File: src/pwr_cc_map.svh
`ifndef PWR_CC_MAP_SVH
`define PWR_CC_MAP_SVH
`define FAULT_CONTROL_ADDR      8'h1B
`define POWER_CONTROL_ADDR      8'h1C
`define CONNECTION_STATUS_ADDR  8'h1D
`define FAULT_CONTROL_RESET     8'h00
`define POWER_CONTROL_RESET     8'h60
`define CONNECTION_STATUS_RESET 8'h00
`define FAULT_CONTROL_MASK      8'h09
`define POWER_CONTROL_MASK      8'h7F
`define FC_TIMER_OFF_BIT        3
`define FC_OCP_OFF_BIT          0
`define PC_MON_OFF_BIT          6
`define PC_ALARM_OFF_BIT        5
`define PC_AUTO_DISCHARGE_ON_DISCONNECT_BIT       4
`define PC_BLEED_BIT            3
`define PC_FORCED_DISCHARGE_BIT      2
`define PC_CAP_BIT              1
`define PC_CABLE_PWR_BIT        0
`define CS_SEARCH_BIT           5
`define CS_ROLE_BIT             4
`define DISCH_TIMEOUT_MS        650
`define CLK_MHZ                 125
`define DISCH_TIMEOUT_CYC       (`DISCH_TIMEOUT_MS * 1000 * `CLK_MHZ)
`endif

File: src/pwr_cc_pkg.sv
package pwr_cc_pkg;
    typedef enum logic [1:0] {
        TERM_RA   = 2'h0,
        TERM_PULLUP = 2'h1,
        TERM_PULLDN = 2'h2,
        TERM_OPEN = 2'h3
    } term_e;
    typedef enum logic [1:0] {
        DS_IDLE   = 2'h0,
        DS_STOP   = 2'h1,
        DS_ACTIVE = 2'h2
    } disch_e;
endpackage

File: src/pin_status_if.sv
`timescale 1ns/1ps
interface pin_status_if;
    logic [1:0] term;
    logic [1:0] sense;
    logic       role;
    logic       blank;
    logic [1:0] status;
    modport calc (input term, input sense, input role, input blank, output status);
    modport user (output term, output sense, output role, output blank, input status);
endinterface

File: src/pin_status_calc.sv
`timescale 1ns/1ps
module pin_status_calc
    import pwr_cc_pkg::*;
(
    pin_status_if.calc p // One pin's status path
);
    // Sense code is already in the role's encoding; only masking happens here
    always_comb begin
        // RULE17 - Ra open forced zero
        if (p.blank || p.term == TERM_RA || p.term == TERM_OPEN) begin
            p.status = 2'h0;
        // RULE15 - pull-up reserved code
        end else if ((p.term == TERM_PULLUP || !p.role) && p.sense == 2'h3) begin
            p.status = 2'h0;
        end else begin
            // RULE16 - sink advertisement code
            p.status = p.sense;
        end
    end
endmodule

File: src/power_fault_cc_status_regs.sv
// Functional notes
// RULE1 - Timer off bit stops discharge supervision
// RULE2 - Bit0 disables cable-power overcurrent protection
// RULE3 - Monitor off zeroes bus voltage results
// RULE4 - Alarm off bit suppresses voltage alarms
// RULE5 - Source disconnect: stop sourcing, then discharge
// RULE6 - Sink disconnect: discharge only
// RULE7 - Sourcing never outlasts discharge start
// RULE8 - Discharge ends below safe zero volts
// RULE9 - Bleed bit drives low-current load
// RULE10 - Forced bit discharges regardless of connection
// RULE11 - Capability bit stored, no function
// RULE12 - Bit0 enables cable power, reset off
// RULE13 - Searching bit high while toggling
// RULE14 - Resolved role: 0 pull-up, 1 pull-down
// RULE15 - Pull-up side codes open/Ra/Rd/reserved
// RULE16 - Pull-down side codes current advertisement
// RULE17 - Ra or open termination reads zero
// RULE18 - Searching or flipped cable power reads zero; code blanks both pins when cable power is on with orientation bit low
// RULE19 - Status change raises host alert
// RULE20 - Orientation steers cable power pin
// RULE21 - Termination encoding Ra/up/down/open
// RULE22 - Flag failure when discharge times out
// RULE23 - Reserved bits zero; status writes ignored
`timescale 1ns/1ps
`include "pwr_cc_map.svh"
module power_fault_cc_status_regs
    import pwr_cc_pkg::*;
#(
    parameter int DISCH_TIMEOUT = `DISCH_TIMEOUT_CYC
) (
    input  wire logic       clk,                          // System clock
    input  wire logic       arst_n,                       // Async reset, active low
    input  wire logic       clk_en,                       // Freezes all state when low
    input  wire logic       wr_en,                        // Register write strobe
    input  wire logic [7:0] addr,                         // Register address
    input  wire logic [7:0] wdata,                        // Write data
    output logic      [7:0] rdata,                        // Read data, registered
    input  wire logic       plug_flip_select,             // Orientation bit
    input  wire logic [1:0] first_term,                   // First pin termination setting
    input  wire logic [1:0] second_term,                  // Second pin termination setting
    input  wire logic       toggling,                     // Role toggling active
    input  wire logic       role_is_pulldown,             // Resolved role
    input  wire logic       is_source,                    // Device acting as source
    input  wire logic       disconnect_pin,               // Disconnect comparator, async
    input  wire logic       below_safe0v_pin,             // Safe zero-volt comparator, async
    input  wire logic [1:0] first_sense,                  // First pin comparator code
    input  wire logic [1:0] second_sense,                 // Second pin comparator code
    output logic            discharge_timer_off,          // Timer stopped
    output logic            cable_power_overcurrent_off,  // Overcurrent protection off
    output logic            bus_voltage_monitor_off,      // Monitor off, results read zero
    output logic            voltage_alarm_off,            // Alarm reporting off
    output logic            bleed_load_enable,            // Low-current load
    output logic            bus_discharge,                // Bus discharge control
    output logic            bus_source_allow,             // Sourcing permitted
    output logic            cable_power_first,            // Cable power on first pin
    output logic            cable_power_second,           // Cable power on second pin
    output logic            auto_discharge_failed,        // Timeout pulse
    output logic            cc_status_alert               // Status change pulse
);
    logic [7:0] fault_ctrl_ff;
    logic [7:0] power_ctrl_ff;
    logic [7:0] cc_stat_ff;
    logic [7:0] nxt_cc_stat;
    logic [1:0] disc_sync_ff;
    logic [1:0] safe_sync_ff;
    logic       disc_prev_ff;
    disch_e     disch_ff;
    logic       disch_auto_ff;
    logic [31:0] timer_ff;
    logic [1:0] first_stat;
    logic [1:0] second_stat;
    logic       blank_first;
    logic       blank_second;
    logic       disc_edge;

    function automatic logic wr_hit(input logic [7:0] a, input logic [7:0] target);
        return a == target;
    endfunction

    // Writes land only on writable bits
    always_ff @(posedge clk or negedge arst_n) begin
        if (!arst_n) begin
            fault_ctrl_ff <= `FAULT_CONTROL_RESET;
            power_ctrl_ff <= `POWER_CONTROL_RESET;
        end else if (clk_en && wr_en) begin
            // RULE23 - reserved bits masked
            if (wr_hit(addr, `FAULT_CONTROL_ADDR)) begin
                fault_ctrl_ff <= wdata & `FAULT_CONTROL_MASK;
            end
            // RULE11 - capability bit stored only
            if (wr_hit(addr, `POWER_CONTROL_ADDR)) begin
                power_ctrl_ff <= wdata & `POWER_CONTROL_MASK;
            end
        end
    end

    always_ff @(posedge clk or negedge arst_n) begin
        if (!arst_n) begin
            rdata <= 8'h00;
        end else if (clk_en) begin
            case (addr)
                `FAULT_CONTROL_ADDR:     rdata <= fault_ctrl_ff;
                `POWER_CONTROL_ADDR:     rdata <= power_ctrl_ff;
                `CONNECTION_STATUS_ADDR: rdata <= cc_stat_ff;
                default:                 rdata <= 8'h00;
            endcase
        end
    end

    always_ff @(posedge clk or negedge arst_n) begin
        if (!arst_n) begin
            disc_sync_ff <= 2'h0;
            safe_sync_ff <= 2'h0;
            disc_prev_ff <= 1'b0;
        end else if (clk_en) begin
            disc_sync_ff <= {disc_sync_ff[0], disconnect_pin};
            safe_sync_ff <= {safe_sync_ff[0], below_safe0v_pin};
            disc_prev_ff <= disc_sync_ff[1];
        end
    end

    assign disc_edge = disc_sync_ff[1] && !disc_prev_ff;

    // Discharge sequencer; source first drops sourcing, then discharges
    always_ff @(posedge clk or negedge arst_n) begin
        if (!arst_n) begin
            disch_ff      <= DS_IDLE;
            disch_auto_ff <= 1'b0;
        end else if (clk_en) begin
            case (disch_ff)
                DS_IDLE: begin
                    // RULE10 - forced discharge start
                    if (power_ctrl_ff[`PC_FORCED_DISCHARGE_BIT]) begin
                        disch_ff      <= DS_ACTIVE;
                        disch_auto_ff <= 1'b0;
                    // RULE5 - source stops sourcing first
                    end else if (disc_edge && power_ctrl_ff[`PC_AUTO_DISCHARGE_ON_DISCONNECT_BIT] && is_source) begin
                        disch_ff      <= DS_STOP;
                        disch_auto_ff <= 1'b1;
                    // RULE6 - sink discharges only
                    end else if (disc_edge && power_ctrl_ff[`PC_AUTO_DISCHARGE_ON_DISCONNECT_BIT]) begin
                        disch_ff      <= DS_ACTIVE;
                        disch_auto_ff <= 1'b1;
                    end
                end
                DS_STOP: disch_ff <= DS_ACTIVE;
                DS_ACTIVE: begin
                    // RULE8 - end below safe voltage
                    if (safe_sync_ff[1]) begin
                        disch_ff <= DS_IDLE;
                    // RULE10 - forced release
                    end else if (!disch_auto_ff && !power_ctrl_ff[`PC_FORCED_DISCHARGE_BIT]) begin
                        disch_ff <= DS_IDLE;
                    end
                end
                default: disch_ff <= DS_IDLE;
            endcase
        end
    end

    // Timeout counter; only auto discharges flag a failure
    always_ff @(posedge clk or negedge arst_n) begin
        if (!arst_n) begin
            timer_ff              <= 32'h0;
            auto_discharge_failed <= 1'b0;
        end else if (clk_en) begin
            auto_discharge_failed <= 1'b0;
            // RULE1 - timer off clears count
            if (disch_ff == DS_IDLE || fault_ctrl_ff[`FC_TIMER_OFF_BIT]) begin
                timer_ff <= 32'h0;
            end else if (timer_ff == 32'(DISCH_TIMEOUT - 1)) begin
                timer_ff <= timer_ff;
            end else begin
                timer_ff <= timer_ff + 32'h1;
                // RULE22 - failure on timeout
                if (timer_ff == 32'(DISCH_TIMEOUT - 2) && disch_auto_ff) begin
                    auto_discharge_failed <= 1'b1;
                end
            end
        end
    end

    // Outputs registered from control state
    always_ff @(posedge clk or negedge arst_n) begin
        if (!arst_n) begin
            discharge_timer_off         <= 1'b0;
            cable_power_overcurrent_off <= 1'b0;
            bus_voltage_monitor_off     <= 1'b1;
            voltage_alarm_off           <= 1'b1;
            bleed_load_enable           <= 1'b0;
            bus_discharge               <= 1'b0;
            bus_source_allow            <= 1'b0;
            cable_power_first           <= 1'b0;
            cable_power_second          <= 1'b0;
        end else if (clk_en) begin
            // RULE1 - timer off output
            discharge_timer_off         <= fault_ctrl_ff[`FC_TIMER_OFF_BIT];
            // RULE2 - overcurrent off
            cable_power_overcurrent_off <= fault_ctrl_ff[`FC_OCP_OFF_BIT];
            // RULE3 - monitor off
            bus_voltage_monitor_off     <= power_ctrl_ff[`PC_MON_OFF_BIT];
            // RULE4 - alarm off
            voltage_alarm_off           <= power_ctrl_ff[`PC_ALARM_OFF_BIT];
            // RULE9 - bleed load
            bleed_load_enable           <= power_ctrl_ff[`PC_BLEED_BIT];
            bus_discharge               <= disch_ff == DS_ACTIVE;
            // RULE7 - sourcing dropped before discharge
            bus_source_allow            <= disch_ff == DS_IDLE && !(disc_edge && power_ctrl_ff[`PC_AUTO_DISCHARGE_ON_DISCONNECT_BIT])
                                           && !power_ctrl_ff[`PC_FORCED_DISCHARGE_BIT];
            // RULE20 - orientation steering
            // RULE12 - cable power enable
            cable_power_first           <= power_ctrl_ff[`PC_CABLE_PWR_BIT] && plug_flip_select;
            cable_power_second          <= power_ctrl_ff[`PC_CABLE_PWR_BIT] && !plug_flip_select;
        end
    end

    // RULE18 - both pins blanked while searching or with cable power on and orientation bit low
    assign blank_first  = toggling || (power_ctrl_ff[`PC_CABLE_PWR_BIT] && !plug_flip_select);
    assign blank_second = blank_first;

    pin_status_if first_if ();
    pin_status_if second_if ();
    // RULE21 - termination encoding used
    assign first_if.term   = first_term;
    assign first_if.sense  = first_sense;
    assign first_if.role   = role_is_pulldown;
    assign first_if.blank  = blank_first;
    assign second_if.term  = second_term;
    assign second_if.sense = second_sense;
    assign second_if.role  = role_is_pulldown;
    assign second_if.blank = blank_second;
    assign first_stat      = first_if.status;
    assign second_stat     = second_if.status;

    pin_status_calc u_first (
        .p (first_if.calc)
    );
    pin_status_calc u_second (
        .p (second_if.calc)
    );

    // RULE13 - searching bit
    // RULE14 - resolved role bit
    assign nxt_cc_stat = {2'h0, toggling, role_is_pulldown, second_stat, first_stat};

    // Status register and change alert
    always_ff @(posedge clk or negedge arst_n) begin
        if (!arst_n) begin
            cc_stat_ff      <= `CONNECTION_STATUS_RESET;
            cc_status_alert <= 1'b0;
        end else if (clk_en) begin
            cc_stat_ff      <= nxt_cc_stat;
            // RULE19 - change raises alert
            cc_status_alert <= nxt_cc_stat != cc_stat_ff;
        end
    end

    a_source_before_disch: assert property (@(posedge clk) disable iff (!arst_n) // RULE7
        bus_discharge |-> !bus_source_allow) else $error("sourcing outlasted discharge");
    a_source_auto_seq: assert property (@(posedge clk) disable iff (!arst_n) // RULE5
        (clk_en && disch_ff == DS_IDLE && disc_edge && power_ctrl_ff[`PC_AUTO_DISCHARGE_ON_DISCONNECT_BIT] && is_source
         && !power_ctrl_ff[`PC_FORCED_DISCHARGE_BIT]) |=> disch_ff == DS_STOP) else $error("source sequence wrong");
    a_sink_auto_seq: assert property (@(posedge clk) disable iff (!arst_n) // RULE6
        (clk_en && disch_ff == DS_IDLE && disc_edge && power_ctrl_ff[`PC_AUTO_DISCHARGE_ON_DISCONNECT_BIT] && !is_source
         && !power_ctrl_ff[`PC_FORCED_DISCHARGE_BIT]) |=> disch_ff == DS_ACTIVE) else $error("sink sequence wrong");
    a_disch_safe_end: assert property (@(posedge clk) disable iff (!arst_n) // RULE8
        (clk_en && disch_ff == DS_ACTIVE && safe_sync_ff[1]) |=> disch_ff == DS_IDLE)
        else $error("discharge not ended");
    a_force_start: assert property (@(posedge clk) disable iff (!arst_n) // RULE10
        (clk_en && disch_ff == DS_IDLE && power_ctrl_ff[`PC_FORCED_DISCHARGE_BIT]) |=> disch_ff == DS_ACTIVE)
        else $error("forced discharge missing");
    a_reserved_zero: assert property (@(posedge clk) disable iff (!arst_n) // RULE23
        (fault_ctrl_ff[7:4] == 4'h0) && (fault_ctrl_ff[2:1] == 2'h0) && !power_ctrl_ff[7]
        && cc_stat_ff[7:6] == 2'h0)
        else $error("reserved bits set");
    a_status_alert: assert property (@(posedge clk) disable iff (!arst_n) // RULE19
        (clk_en && nxt_cc_stat != cc_stat_ff) |=> cc_status_alert) else $error("alert missing");
    a_blank_status: assert property (@(posedge clk) disable iff (!arst_n) // RULE18
        toggling |-> nxt_cc_stat[3:0] == 4'h0) else $error("status not blanked");
    a_timer_frozen: assert property (@(posedge clk) disable iff (!arst_n) // RULE1
        (clk_en && fault_ctrl_ff[`FC_TIMER_OFF_BIT]) |=> timer_ff == 32'h0) else $error("timer ran");
    a_orient_steer: assert property (@(posedge clk) disable iff (!arst_n) // RULE20
        (clk_en && power_ctrl_ff[`PC_CABLE_PWR_BIT]) |=> (cable_power_first == $past(plug_flip_select)))
        else $error("orientation wrong");
    a_fail_on_timeout: assert property (@(posedge clk) disable iff (!arst_n) // RULE22
        (clk_en && disch_auto_ff && disch_ff != DS_IDLE && !fault_ctrl_ff[`FC_TIMER_OFF_BIT]
         && timer_ff == 32'(DISCH_TIMEOUT - 2)) |=> auto_discharge_failed) else $error("failure flag missing");
    a_cable_power_off: assert property (@(posedge clk) disable iff (!arst_n) // RULE12
        (clk_en && !power_ctrl_ff[`PC_CABLE_PWR_BIT]) |=> !cable_power_first && !cable_power_second)
        else $error("cable power not off");
    a_monitor_follow: assert property (@(posedge clk) disable iff (!arst_n) // RULE3
        clk_en |=> bus_voltage_monitor_off == $past(power_ctrl_ff[`PC_MON_OFF_BIT]))
        else $error("monitor control wrong");
    a_alarm_follow: assert property (@(posedge clk) disable iff (!arst_n) // RULE4
        clk_en |=> voltage_alarm_off == $past(power_ctrl_ff[`PC_ALARM_OFF_BIT]))
        else $error("alarm control wrong");
    a_bleed_follow: assert property (@(posedge clk) disable iff (!arst_n) // RULE9
        clk_en |=> bleed_load_enable == $past(power_ctrl_ff[`PC_BLEED_BIT]))
        else $error("bleed control wrong");
    a_overcurrent_follow: assert property (@(posedge clk) disable iff (!arst_n) // RULE2
        clk_en |=> cable_power_overcurrent_off == $past(fault_ctrl_ff[`FC_OCP_OFF_BIT]))
        else $error("overcurrent control wrong");
    c_source_disch: cover property (@(posedge clk) disch_ff == DS_STOP ##1 disch_ff == DS_ACTIVE);
    c_safe_end: cover property (@(posedge clk) disch_ff == DS_ACTIVE ##1 disch_ff == DS_IDLE);
    c_alert: cover property (@(posedge clk) cc_status_alert);
    c_forced_disch: cover property (@(posedge clk) power_ctrl_ff[`PC_FORCED_DISCHARGE_BIT] && bus_discharge);
    c_auto_fail: cover property (@(posedge clk) auto_discharge_failed);
endmodule

File: config.mk
export PLATFORM = sky130hd
export DESIGN_NAME = power_fault_cc_status_regs
export DESIGN_NICKNAME = d
export VERILOG_FILES = /design/src/pwr_cc_pkg.sv /design/src/pin_status_if.sv /design/src/pin_status_calc.sv /design/src/power_fault_cc_status_regs.sv
export VERILOG_INCLUDE_DIRS = /design/src /design/src/src
export SDC_FILE = /design/constraint.sdc
export NUM_CORES = 1
export LEC_CHECK = 0
export ABC_AREA = 1
export BUFFER_PORTS_ARGS = -buffer_cell sky130_fd_sc_hd__clkbuf_2
export CORE_ASPECT_RATIO = 1.25
export CORE_MARGIN = 2
export CORE_UTILIZATION = 45
export CTS_CLUSTER_DIAMETER = 150
export CTS_CLUSTER_SIZE = 16
export DETAILED_ROUTE_END_ITERATION = 10
export GPL_TIMING_DRIVEN = 0
export PLACE_DENSITY_LB_ADDON = 0.15
export SLEW_MARGIN = 10
export SYNTH_ARGS = -nofsm -noshare
export SYNTH_HDL_FRONTEND = slang
export SYNTH_SLANG_ARGS = --single-unit
File: constraint.sdc
create_clock -name clk -period 1.7 [get_ports clk]
set_input_delay 0.17 -clock clk [delete_from_list [all_inputs] [get_ports clk]]
set_output_delay 0.17 -clock clk [all_outputs]
set_load 0.1 [all_outputs]
==> out/results.ini, run 1 <==
[clock_network]
clockRootBuffer=clkbuf_16
cts_buffers=9
clockBufferDepth=2
htreeDepth=3
tritoncts_num_sinks=73
clk-insertion-delay-late_ns=0.34
path_clk_slew_ns=0.06
cts_tree=built

[synth]
async_flop_share_pct=100
ys_dominant_reg_cell=dfrtp_1
synthTopCellsByArea=dfrtp_1, nand2_1, nor2_1
synth.distinct_cells=38
synth_fp_nets=659
synth_top_area_share_pct=40.1
synth_area_sq_um=4310
seq_area_frac_synth_pct=42.5
yosysWarnings=0
synth_edf_count=0
synth_most_common_cell=nand2_1
synth_area_leader_cell=dfrtp_1
syn-mean-instance-area_sq_um=6.91
synthCells=623
synth_common_cells=nand2_1, nor2_1, dfrtp_1
ys_seq_elements=73

[worst_setup_path]
path_buf_inv=2
cp.required_ns=1.97
max_stage_delay_ns=0.42
regToRegEndpoint=timer_ff[5]
startpoint_type=flip-flop
crit_fanout=10
worstSetupPathType=flip-flop to flip-flop
cp_slowest_cell=dfrtp_1
path_cells=nand2_2, nor3_2, nand2_1, nor3_4, nand3_2, nand2_4, buf_8, buf_8, nand2_1, o21ai_2
crit_arrival_ns=2.00
ff2ff_setup_slack_ns=-0.03
rr_startpoint=timer_ff[10]
worst_setup_path_end_kind=flip-flop
reg2reg_depth=10
critPathTopFamily=simple AND/OR/NAND/NOR gates

[cells_and_area]
area_growth_pct=22.6
nets=736
fin_util_pct=57.3
drive_gt1_share_pct=19.3
final_cell_count_no_fill=828
diodes=0
fin_area_sq_um=5280
nFillCells=877

[floorplanning]
die_w_microns=91.5
die_height_microns=113
dieArea_sq_um=10400
row_count=39
ios=53
initial_utilization_pct=46.7
core_area_sq_um=9220

[sta]
maxSlewViolCount=0
hold-worst-slack_ns=0.0321
finalSetupTns_ns=-0.264
min_period_over_period_pct=102
max-slew-margin-rel_pct=63.0
skew_ns=0.00441
finalCriticalPeriod_ns=1.73
setup_slack_ns=-0.0297
rsz0062_at_grt=yes
setup_viol=20
fmax_mhz=578
tightest_slew_ns=0.558
hold_viol=0

[power_and_ir_drop]
peakVddDrop_uv=664
p_per_area_nw_per_um2=867
static-leakage-power_nw=2.51

[global_route]
grt_max_degree=56
grt_pass1_wl_microns=19800
overflow=0
antenna_found_initial=0
grtUsageTotal_pct=24.2
grt_pass1_vias=4110

[detailed_routing]
viasPerCell=5.13
drt-pass1-iter-count=5
drt_iter0_markers=261
drcViolationCount=0
vias=4250
wl_per_cell_microns=14.4
totalWireLength_microns=11900
antenna_left=0

[outcome]
violations=negative setup slack
outcome=complete, but fails checks

[placement]
port_buffers=49
placed_cells=796
place.gp.congestion=1.05
postPlaceCellArea_sq_um=4740
dp_hpwl_microns=8870

[min_path]
hp-start=below_safe0v_pin
hold_path.class=input port to flip-flop
hold_depth=3
hold_end=safe_sync_ff[0]

[flow_run]
drv_cap=0

timing repair:
| action | CTS | global route |
|---|---|---|
| resized for setup | 10 | 21 |
| endpoints found under the hold margin | 18 | 0 |
| buffers inserted | 7 | 8 |
| pin swaps | 2 | 6 |
| setup endpoints to repair | 32 | 32 |
| hold buffers | 1 | 0 |
routing by layer:
layer / routed length (microns) / part of all wire (%) / GRT usage (%) / vias to the layer above
met5: 0 / 0 / 0 / -
met1: 4860 / 41 / 28.5 / 1947
met2: 5960 / 50 / 40.7 / 134
li1: - / - / - / 2130
met4: 550 / 4.6 / 15.9 / 0
met3: 571 / 4.8 / 4.03 / 39
cells in the final DEF (no fill, tap or decap), types with 6 or more instances in the layout:
| cell type | count |
|---|---|
| buf_4 | 17 |
| nand4_1 | 10 |
| inv_1 | 60 |
| nor2_2 | 6 |
| nand2_1 | 226 |
| o21ai_2 | 9 |
| clkbuf_2 | 50 |
| dfrtp_1 | 66 |
| clkbuf_1 | 6 |
| nor2_1 | 72 |
| o21ai_0 | 41 |
| clkbuf_16 | 9 |
| nand3_1 | 43 |
| nor3_1 | 9 |
how the worst max path moves through the flow:
stage | startpoint | endpoint | slack (ns) | depth (start not counted)
final | timer_ff[10] | timer_ff[5] | -0.03 | 10
after global routing | timer_ff[10] | timer_ff[31] | -0.14 | 10
after detailed placement | timer_ff[0] | timer_ff[25] | -0.44 | 9
after CTS | timer_ff[7] | timer_ff[0] | 0.002 | 10
after global placement | timer_ff[0] | timer_ff[26] | -0.44 | 9
after floorplan | timer_ff[0] | timer_ff[2] | 0.04 | 11
worst min-delay path, stage by stage:
cell and delay (ns):
clkbuf_2 0.07, nand2_1 0.04, nand2_1 0.05
metrics by stage:
step | total power [mW] | worst slack [ns]
after floorplan | 2.32 | 0.0392
after global placement | 2.49 | -0.441
after detailed placement | 2.52 | -0.436
after CTS | 4.61 | 0.00244
after global routing | 4.73 | -0.139
final | 4.58 | -0.0297
cells by family (layout without fill, tap and decap cells):
logic type      count (synthesis)  in the layout  share of synthesized area (%)
simple gates                  389            389                           37.3
fa+ha+maj                       2              2                          0.581
xor+xnor                        8              8                           1.63
compound gates                 68             68                           9.73
buf+inv                        81            163                           7.90
other cells                     1              1                         0.0870
mux                             1              1                          0.261
flops                          73             73                           42.5
sequential cells by signal (all words and copies together) (netlist names), 2 cells and up:
signal,count
rdata,7
disch_ff,2
timer_ff,32
fault_ctrl_ff,2
safe_sync_ff,2
power_ctrl_ff,7
cc_stat_ff,6
disc_sync_ff,2
where the power goes:
group | switching, mW | internal (mW) | total [mW]
sequential | 0.0413 | 1.81 | 1.86
combinational | 0.486 | 0.150 | 0.636
clock | 0.759 | 1.33 | 2.09
area by class of cell:
cell class	instances	area, sq um	share of cell area (%)
Buffer	16	111	2.11
Clock buffer	12	246	4.67
Clock inverter	4	76.3	1.44
Inverter	65	244	4.62
Multi-Input combinational cell	469	2220	42.0
Sequential cell	73	1840	34.7
Tap cell	123	154	2.91
Timing Repair Buffer	66	398	7.53
Note: power is estimated with default switching activity, not from simulation.
==> inputs of run 2 (changes only) <==
--- a/config.mk
+++ b/config.mk
@@ -16,6 +16,7 @@
 export DETAILED_ROUTE_END_ITERATION = 10
 export GPL_TIMING_DRIVEN = 0
 export PLACE_DENSITY_LB_ADDON = 0.15
+export RECOVER_POWER = 25
 export SLEW_MARGIN = 10
 export SYNTH_ARGS = -nofsm -noshare
 export SYNTH_HDL_FRONTEND = slang
==> run 2 against run 1 <==
The flow still finishes with violations (negative setup slack); critical endpoint unchanged; clock power barely moved; fmax barely moved; clock-buffer cell count unchanged; non-clock buffer count is the same; critical path depth unchanged; global-route usage is the same; critical path type unchanged; flip-flop and latch count is the same; utilization barely moved; cell area about the same.
==> out/results.ini, run 2 (same netlist as run 1, synthesis figures left out) <==
[worst_setup_path]
path_cells=nand2_2, nor3_2, nand2_1, nor3_4, nand3_2, nand2_4, buf_8, buf_8, nand2_1, o21ai_2
worstSetupPathType=flip-flop to flip-flop
reg2reg_depth=10  ; unchanged
critPathTopFamily=simple AND/OR/NAND/NOR gates
path_buf_inv=2  ; unchanged
cp.required_ns=1.97  ; about the same
startpoint_type=flip-flop
max_stage_delay_ns=0.42  ; about the same
crit_fanout=10  ; unchanged
cp_slowest_cell=dfrtp_1
crit_arrival_ns=2.00  ; about the same
rr_startpoint=timer_ff[10]
worst_setup_path_end_kind=flip-flop
ff2ff_setup_slack_ns=-0.03  ; about the same
regToRegEndpoint=timer_ff[5]

[detailed_routing]
wl_per_cell_microns=14.4  ; about the same
drcViolationCount=0  ; unchanged
totalWireLength_microns=11900  ; about the same
drt-pass1-iter-count=5  ; unchanged
vias=4245  ; -0.12%
antenna_left=0  ; unchanged
viasPerCell=5.13  ; -0.12%
drt_iter0_markers=261  ; unchanged

[cells_and_area]
nets=736  ; unchanged
drive_gt1_share_pct=19.1  ; -0.14 points
diodes=0  ; unchanged
multi_input_area_sq_um=2220  ; unchanged
layout_commonest_cell=nand2_1
final_cell_mix=nand2_1, nor2_1, dfrtp_1
largest_register=timer_ff
largest_register_ffs=32  ; unchanged
fin_util_pct=57.2  ; about the same
fin_area_sq_um=5280  ; about the same
final_cell_count_no_fill=828  ; unchanged
seqCellArea_sq_um=1840  ; unchanged
reg_top3=timer_ff x32, power_ctrl_ff x7, rdata x7
area_growth_pct=22.5  ; about the same
nFillCells=878  ; +0.11%

[sta]
maxSlewViolCount=0  ; unchanged
rsz0062_at_grt=yes
setup_slack_ns=-0.0296  ; +0.0000708 ns
skew_ns=0.00440  ; -0.000000130 ns
setup_viol=20  ; unchanged
finalCriticalPeriod_ns=1.73  ; -0.0000708 ns
max-slew-margin-rel_pct=25.1  ; -38 points
tightest_slew_ns=1.12  ; +0.566 ns
hold_viol=0  ; unchanged
fmax_mhz=578  ; about the same
min_period_over_period_pct=102  ; about the same
hold-worst-slack_ns=0.0321  ; -0.0000122 ns

[clock_network]
clockRootBuffer=clkbuf_16
tritoncts_num_sinks=73  ; unchanged
cts_tree=built
clk-insertion-delay-late_ns=0.34  ; about the same
htreeDepth=3  ; unchanged
cts_buffers=9  ; unchanged
clockBufferDepth=2  ; unchanged
path_clk_slew_ns=0.06  ; about the same

[floorplanning]
core_area_sq_um=9220  ; unchanged
die_w_microns=91.5  ; unchanged
row_count=39  ; unchanged
ios=53  ; unchanged
initial_utilization_pct=46.7  ; unchanged
dieArea_sq_um=10400  ; unchanged
die_height_microns=113  ; unchanged

[placement]
placed_cells=796  ; unchanged
dp_hpwl_microns=8870  ; unchanged
place.gp.congestion=1.05  ; unchanged
postPlaceCellArea_sq_um=4740  ; unchanged
pre_cts_ws_ns=-0.436  ; unchanged
port_buffers=49  ; unchanged

[global_route]
grtUsageTotal_pct=24.2  ; unchanged
grt_pass1_wl_microns=19800  ; unchanged
grt_pass1_vias=4110  ; unchanged
grt_max_degree=56  ; unchanged
antenna_found_initial=0  ; unchanged
overflow=0  ; unchanged

[min_path]
hold_path.class=input port to flip-flop
hp-start=below_safe0v_pin
hold_end=safe_sync_ff[0]
hold_depth=3  ; unchanged

[power_and_ir_drop]
static-leakage-power_nw=2.50  ; -0.14%
p_per_area_nw_per_um2=868  ; about the same
peakVddDrop_uv=664  ; about the same

[outcome]
outcome=complete, but fails checks
violations=negative setup slack

[flow_run]
drv_cap=0  ; unchanged

## run 2: changes by cell type in the layout (fill, tap and decap cells not counted)
cell / delta
clkbuf_1: +1
clkbuf_4: -1
## run 2: worst max path at each step
| stage | from | endpoint | slack [ns] | depth (start not counted) |
|---|---|---|---|---|
| detailed placement | timer_ff[0] | timer_ff[25] | -0.44 | 9 |
| global route | timer_ff[10] | timer_ff[31] | -0.14 | 10 |
| floorplan | timer_ff[0] | timer_ff[2] | 0.04 | 11 |
| global placement | timer_ff[0] | timer_ff[26] | -0.44 | 9 |
| CTS | timer_ff[7] | timer_ff[0] | 0.002 | 10 |
| finish | timer_ff[10] | timer_ff[5] | -0.03 | 10 |
## run 2: power by group
group / internal (mW) / switching [mW]
logic: 0.150 / 0.486
clock network: 1.33 / 0.759
registers: 1.81 / 0.0413
total: 3.29 / 1.29
## run 2: final cells by class
| class | instances | share of cell area, % |
|---|---|---|
| clock buffers | 12 | 4.67 |
| clock inverters | 4 | 1.45 |
| flip-flops and latches | 73 | 34.8 |
| multi-input cells | 469 | 42.0 |
| well taps | 123 | 2.92 |
| inverters | 65 | 4.62 |
| plain buffers | 16 | 2.11 |
| repair buffers | 66 | 7.47 |
## run 2: what timing repair did
action	4_1_cts	5_1_grt
hold buffers	1	0
pin swaps	2	6
hold endpoints to repair	18	0
gates resized for setup	10	21
setup buffers	7	8
endpoints found under the setup margin	32	32
## run 2: metal layers
layer | vias to the layer above | global-route usage, % | wire [microns]
met5 | - | 0 | 0
met2 | 132 | 40.7 | 5960
li1 | 2130 | - | -
met4 | 0 | 15.9 | 550
met1 | 1944 | 28.5 | 4860
met3 | 39 | 4.03 | 569
## run 2: tightest hold or removal path, delay by kind of cell
family        cells  cell delay [ns]
buf+inv           1             0.07
simple gates      2             0.09
## run 2: metrics by stage
step	TNS, ns	power, mW
after floorplan	0	2.32
after global placement	-25.73	2.49
after detailed placement	-12.52	2.52
after CTS	0	4.61
after global routing	-3.53	4.73
final	-0.264	4.58
==> inputs of run 3 (changes only) <==
--- a/config.mk
+++ b/config.mk
@@ -8,7 +8,7 @@
 export LEC_CHECK = 0
 export ABC_AREA = 1
 export BUFFER_PORTS_ARGS = -buffer_cell sky130_fd_sc_hd__clkbuf_2
-export CORE_ASPECT_RATIO = 1.25
+export CORE_ASPECT_RATIO = 0.9
 export CORE_MARGIN = 2
 export CORE_UTILIZATION = 45
 export CTS_CLUSTER_DIAMETER = 150
@@ -17,7 +17,7 @@
 export GPL_TIMING_DRIVEN = 0
 export PLACE_DENSITY_LB_ADDON = 0.15
 export RECOVER_POWER = 25
-export SLEW_MARGIN = 10
+export SLEW_MARGIN = 5
 export SYNTH_ARGS = -nofsm -noshare
 export SYNTH_HDL_FRONTEND = slang
 export SYNTH_SLANG_ARGS = --single-unit
==> run 3 against run 2 <==
The flow now finishes without violations; register-to-register slack better by 0.04 ns; largest power group is now registers; flip-flop and latch count did not move; clock-buffer cell count down 2; critical endpoint is now timer_ff[30]; utilization decreased by 1.2 points; highest routed layer unchanged; fmax rose by 2.4%; first-iteration DRC count up 10%; setup slack better by 0.040 ns; clock skew is 0.0060 ns higher; worst hold slack worse by 0.023 ns; die area barely moved.
==> out/results.ini, run 3 (same netlist as run 1, synthesis figures left out) <==
[sta]
tightest_slew_ns=1.24  ; +0.115 ns
finalCriticalPeriod_ns=1.69  ; -0.0399 ns
setup_slack_ns=0.0102  ; +0.0399 ns
max-slew-margin-rel_pct=17.4  ; -7.7 points
hold_viol=0  ; unchanged
hold-worst-slack_ns=0.00945  ; -0.0226 ns
fmax_mhz=592  ; +2.4%
skew_ns=0.0104  ; +0.00595 ns
min_period_over_period_pct=99.4  ; -2.3 points
setup_viol=0  ; -100%
maxSlewViolCount=0  ; unchanged
rsz0062_at_grt=yes

[cells_and_area]
area_growth_pct=19.8
drive_gt1_share_pct=19.5  ; +0.37 points
reg_top3=timer_ff x32, power_ctrl_ff x7, rdata x7
nets=738  ; +0.27%
final_cell_mix=nand2_1, nor2_1, dfrtp_1
layout_commonest_cell=nand2_1
diodes=0  ; unchanged
largest_register_ffs=32  ; unchanged
largest_register=timer_ff

[worst_setup_path]
cp.required_ns=1.95  ; -0.02 ns
crit_fanout=5  ; -5
startpoint_type=flip-flop
worst_setup_path_end_kind=flip-flop
rr_startpoint=timer_ff[0]
crit_start=timer_ff[0]
worstSetupPathType=flip-flop to flip-flop
crit_arrival_ns=1.94  ; -0.06 ns

[power_and_ir_drop]
power_mw=3.75  ; -18%
peakVddDrop_uv=476  ; -28%
p_per_area_nw_per_um2=727  ; -16%
static-leakage-power_nw=2.44  ; -2.5%

[placement]
pre_cts_ws_ns=-0.453  ; -0.0168 ns
port_buffers=49  ; unchanged
place.gp.congestion=0.956  ; -8.8%
dp_hpwl_microns=9050  ; +2.0%

[detailed_routing]
drcViolationCount=0  ; unchanged
drt_iter0_markers=288  ; +10%
antenna_left=0  ; unchanged
viasPerCell=5.24  ; +2.3%
drt-pass1-iter-count=7  ; +2
totalWireLength_microns=12300  ; +3.0%
wl_per_cell_microns=14.8  ; +2.8%
vias=4348  ; +2.4%

[global_route]
grt_max_degree=55  ; -1.8%
grtUsageTotal_pct=24.8  ; +0.60 points
grt_pass1_wl_microns=20100  ; +1.5%
grt_pass1_vias=4017  ; -2.3%
overflow=0  ; unchanged
antenna_found_initial=0  ; unchanged

[floorplanning]
ios=53  ; unchanged
row_count=33  ; -15%
core_area_sq_um=9210  ; -0.16%
initial_utilization_pct=46.8  ; +0.076 points
dieArea_sq_um=10400  ; about the same
die_height_microns=96.8  ; -15%
die_w_microns=107  ; +17%

[clock_network]
clk-insertion-delay-late_ns=0.36  ; +0.02 ns
htreeDepth=3  ; unchanged
clockRootBuffer=clkbuf_8
cts_tree=built
clockBufferDepth=2  ; unchanged
tritoncts_num_sinks=73  ; unchanged
path_clk_slew_ns=0.09  ; +0.03 ns
cts_buffers=9  ; unchanged

[flow_run]
drv_cap=0  ; unchanged

[min_path]
hp-start=wdata[5]
hold_path.class=input port to flip-flop

[outcome]
outcome=complete, no violations

run 3: through the flow:
step / utilization, % / instance area [sq um] / setup TNS, ns / cells
after floorplan: - / 4310 / 0 / 623
after global placement: 51.1 / 4710 / -26.28 / 794
after detailed placement: 51.4 / 4740 / -12.58 / 795
after CTS: 54.6 / 5030 / -0.0666 / 821
after global routing: 56.1 / 5160 / -2.01 / 829
final: 56.1 / 5160 / 0 / 829
run 3: power by group:
part / switching [mW] / internal [mW]
sequential: 0.0437 / 1.81
combinational: 0.493 / 0.157
clock: 0.716 / 0.535
total: 1.25 / 2.50
run 3: cell type report:
class | instances | area, sq um
clock inverters | 6 | 43.8
repair buffers | 68 | 412
fillers | 894 | 4050
flip-flops and latches | 73 | 1840
inverters | 65 | 244
clock buffers | 10 | 128
plain buffers | 16 | 114
multi-input cells | 469 | 2230
well taps | 122 | 153
run 3: metal layers:
metal,share of wire (%),GRT usage (%)
met1,49,37.4
met2,45,37.4
met4,0.81,5.79
met3,5.0,3.91
met5,0,0
run 3: worst max-delay path: stages, from the launching register on:
cell and delay (ns):
dfrtp_1 0.40, ha_4 0.15, inv_2 0.06, nor2_4 0.11, buf_4 0.17, nand2_1 0.18, nor2_4 0.19, nand2_1 0.07
nand2_1 0.06, nand2_1 0.05, nand2_1 0.07, o21ai_2 0.06
run 3: repair_timing:
action | 4_1_cts | 5_1_grt
pin swaps | 5 | 4
endpoints found under the setup margin | 32 | 32
buffers inserted | 8 | 8
resized for setup | 12 | 28
endpoints found under the hold margin | 20 | 0
hold buffers | 2 | 0
run 3: worst paths after layout:
path,to,slack [ns],depth (start not counted)
worst max-delay path,timer_ff[30],0.01,11
worst min-delay path,power_ctrl_ff[5],0.009,3
worst max register to register,timer_ff[30],0.01,11
worst min register to register,bus_voltage_monitor_off,0.47,2
max in group asynchronous,power_ctrl_ff[5],0.21,3
min in group asynchronous,timer_ff[7],0.59,2
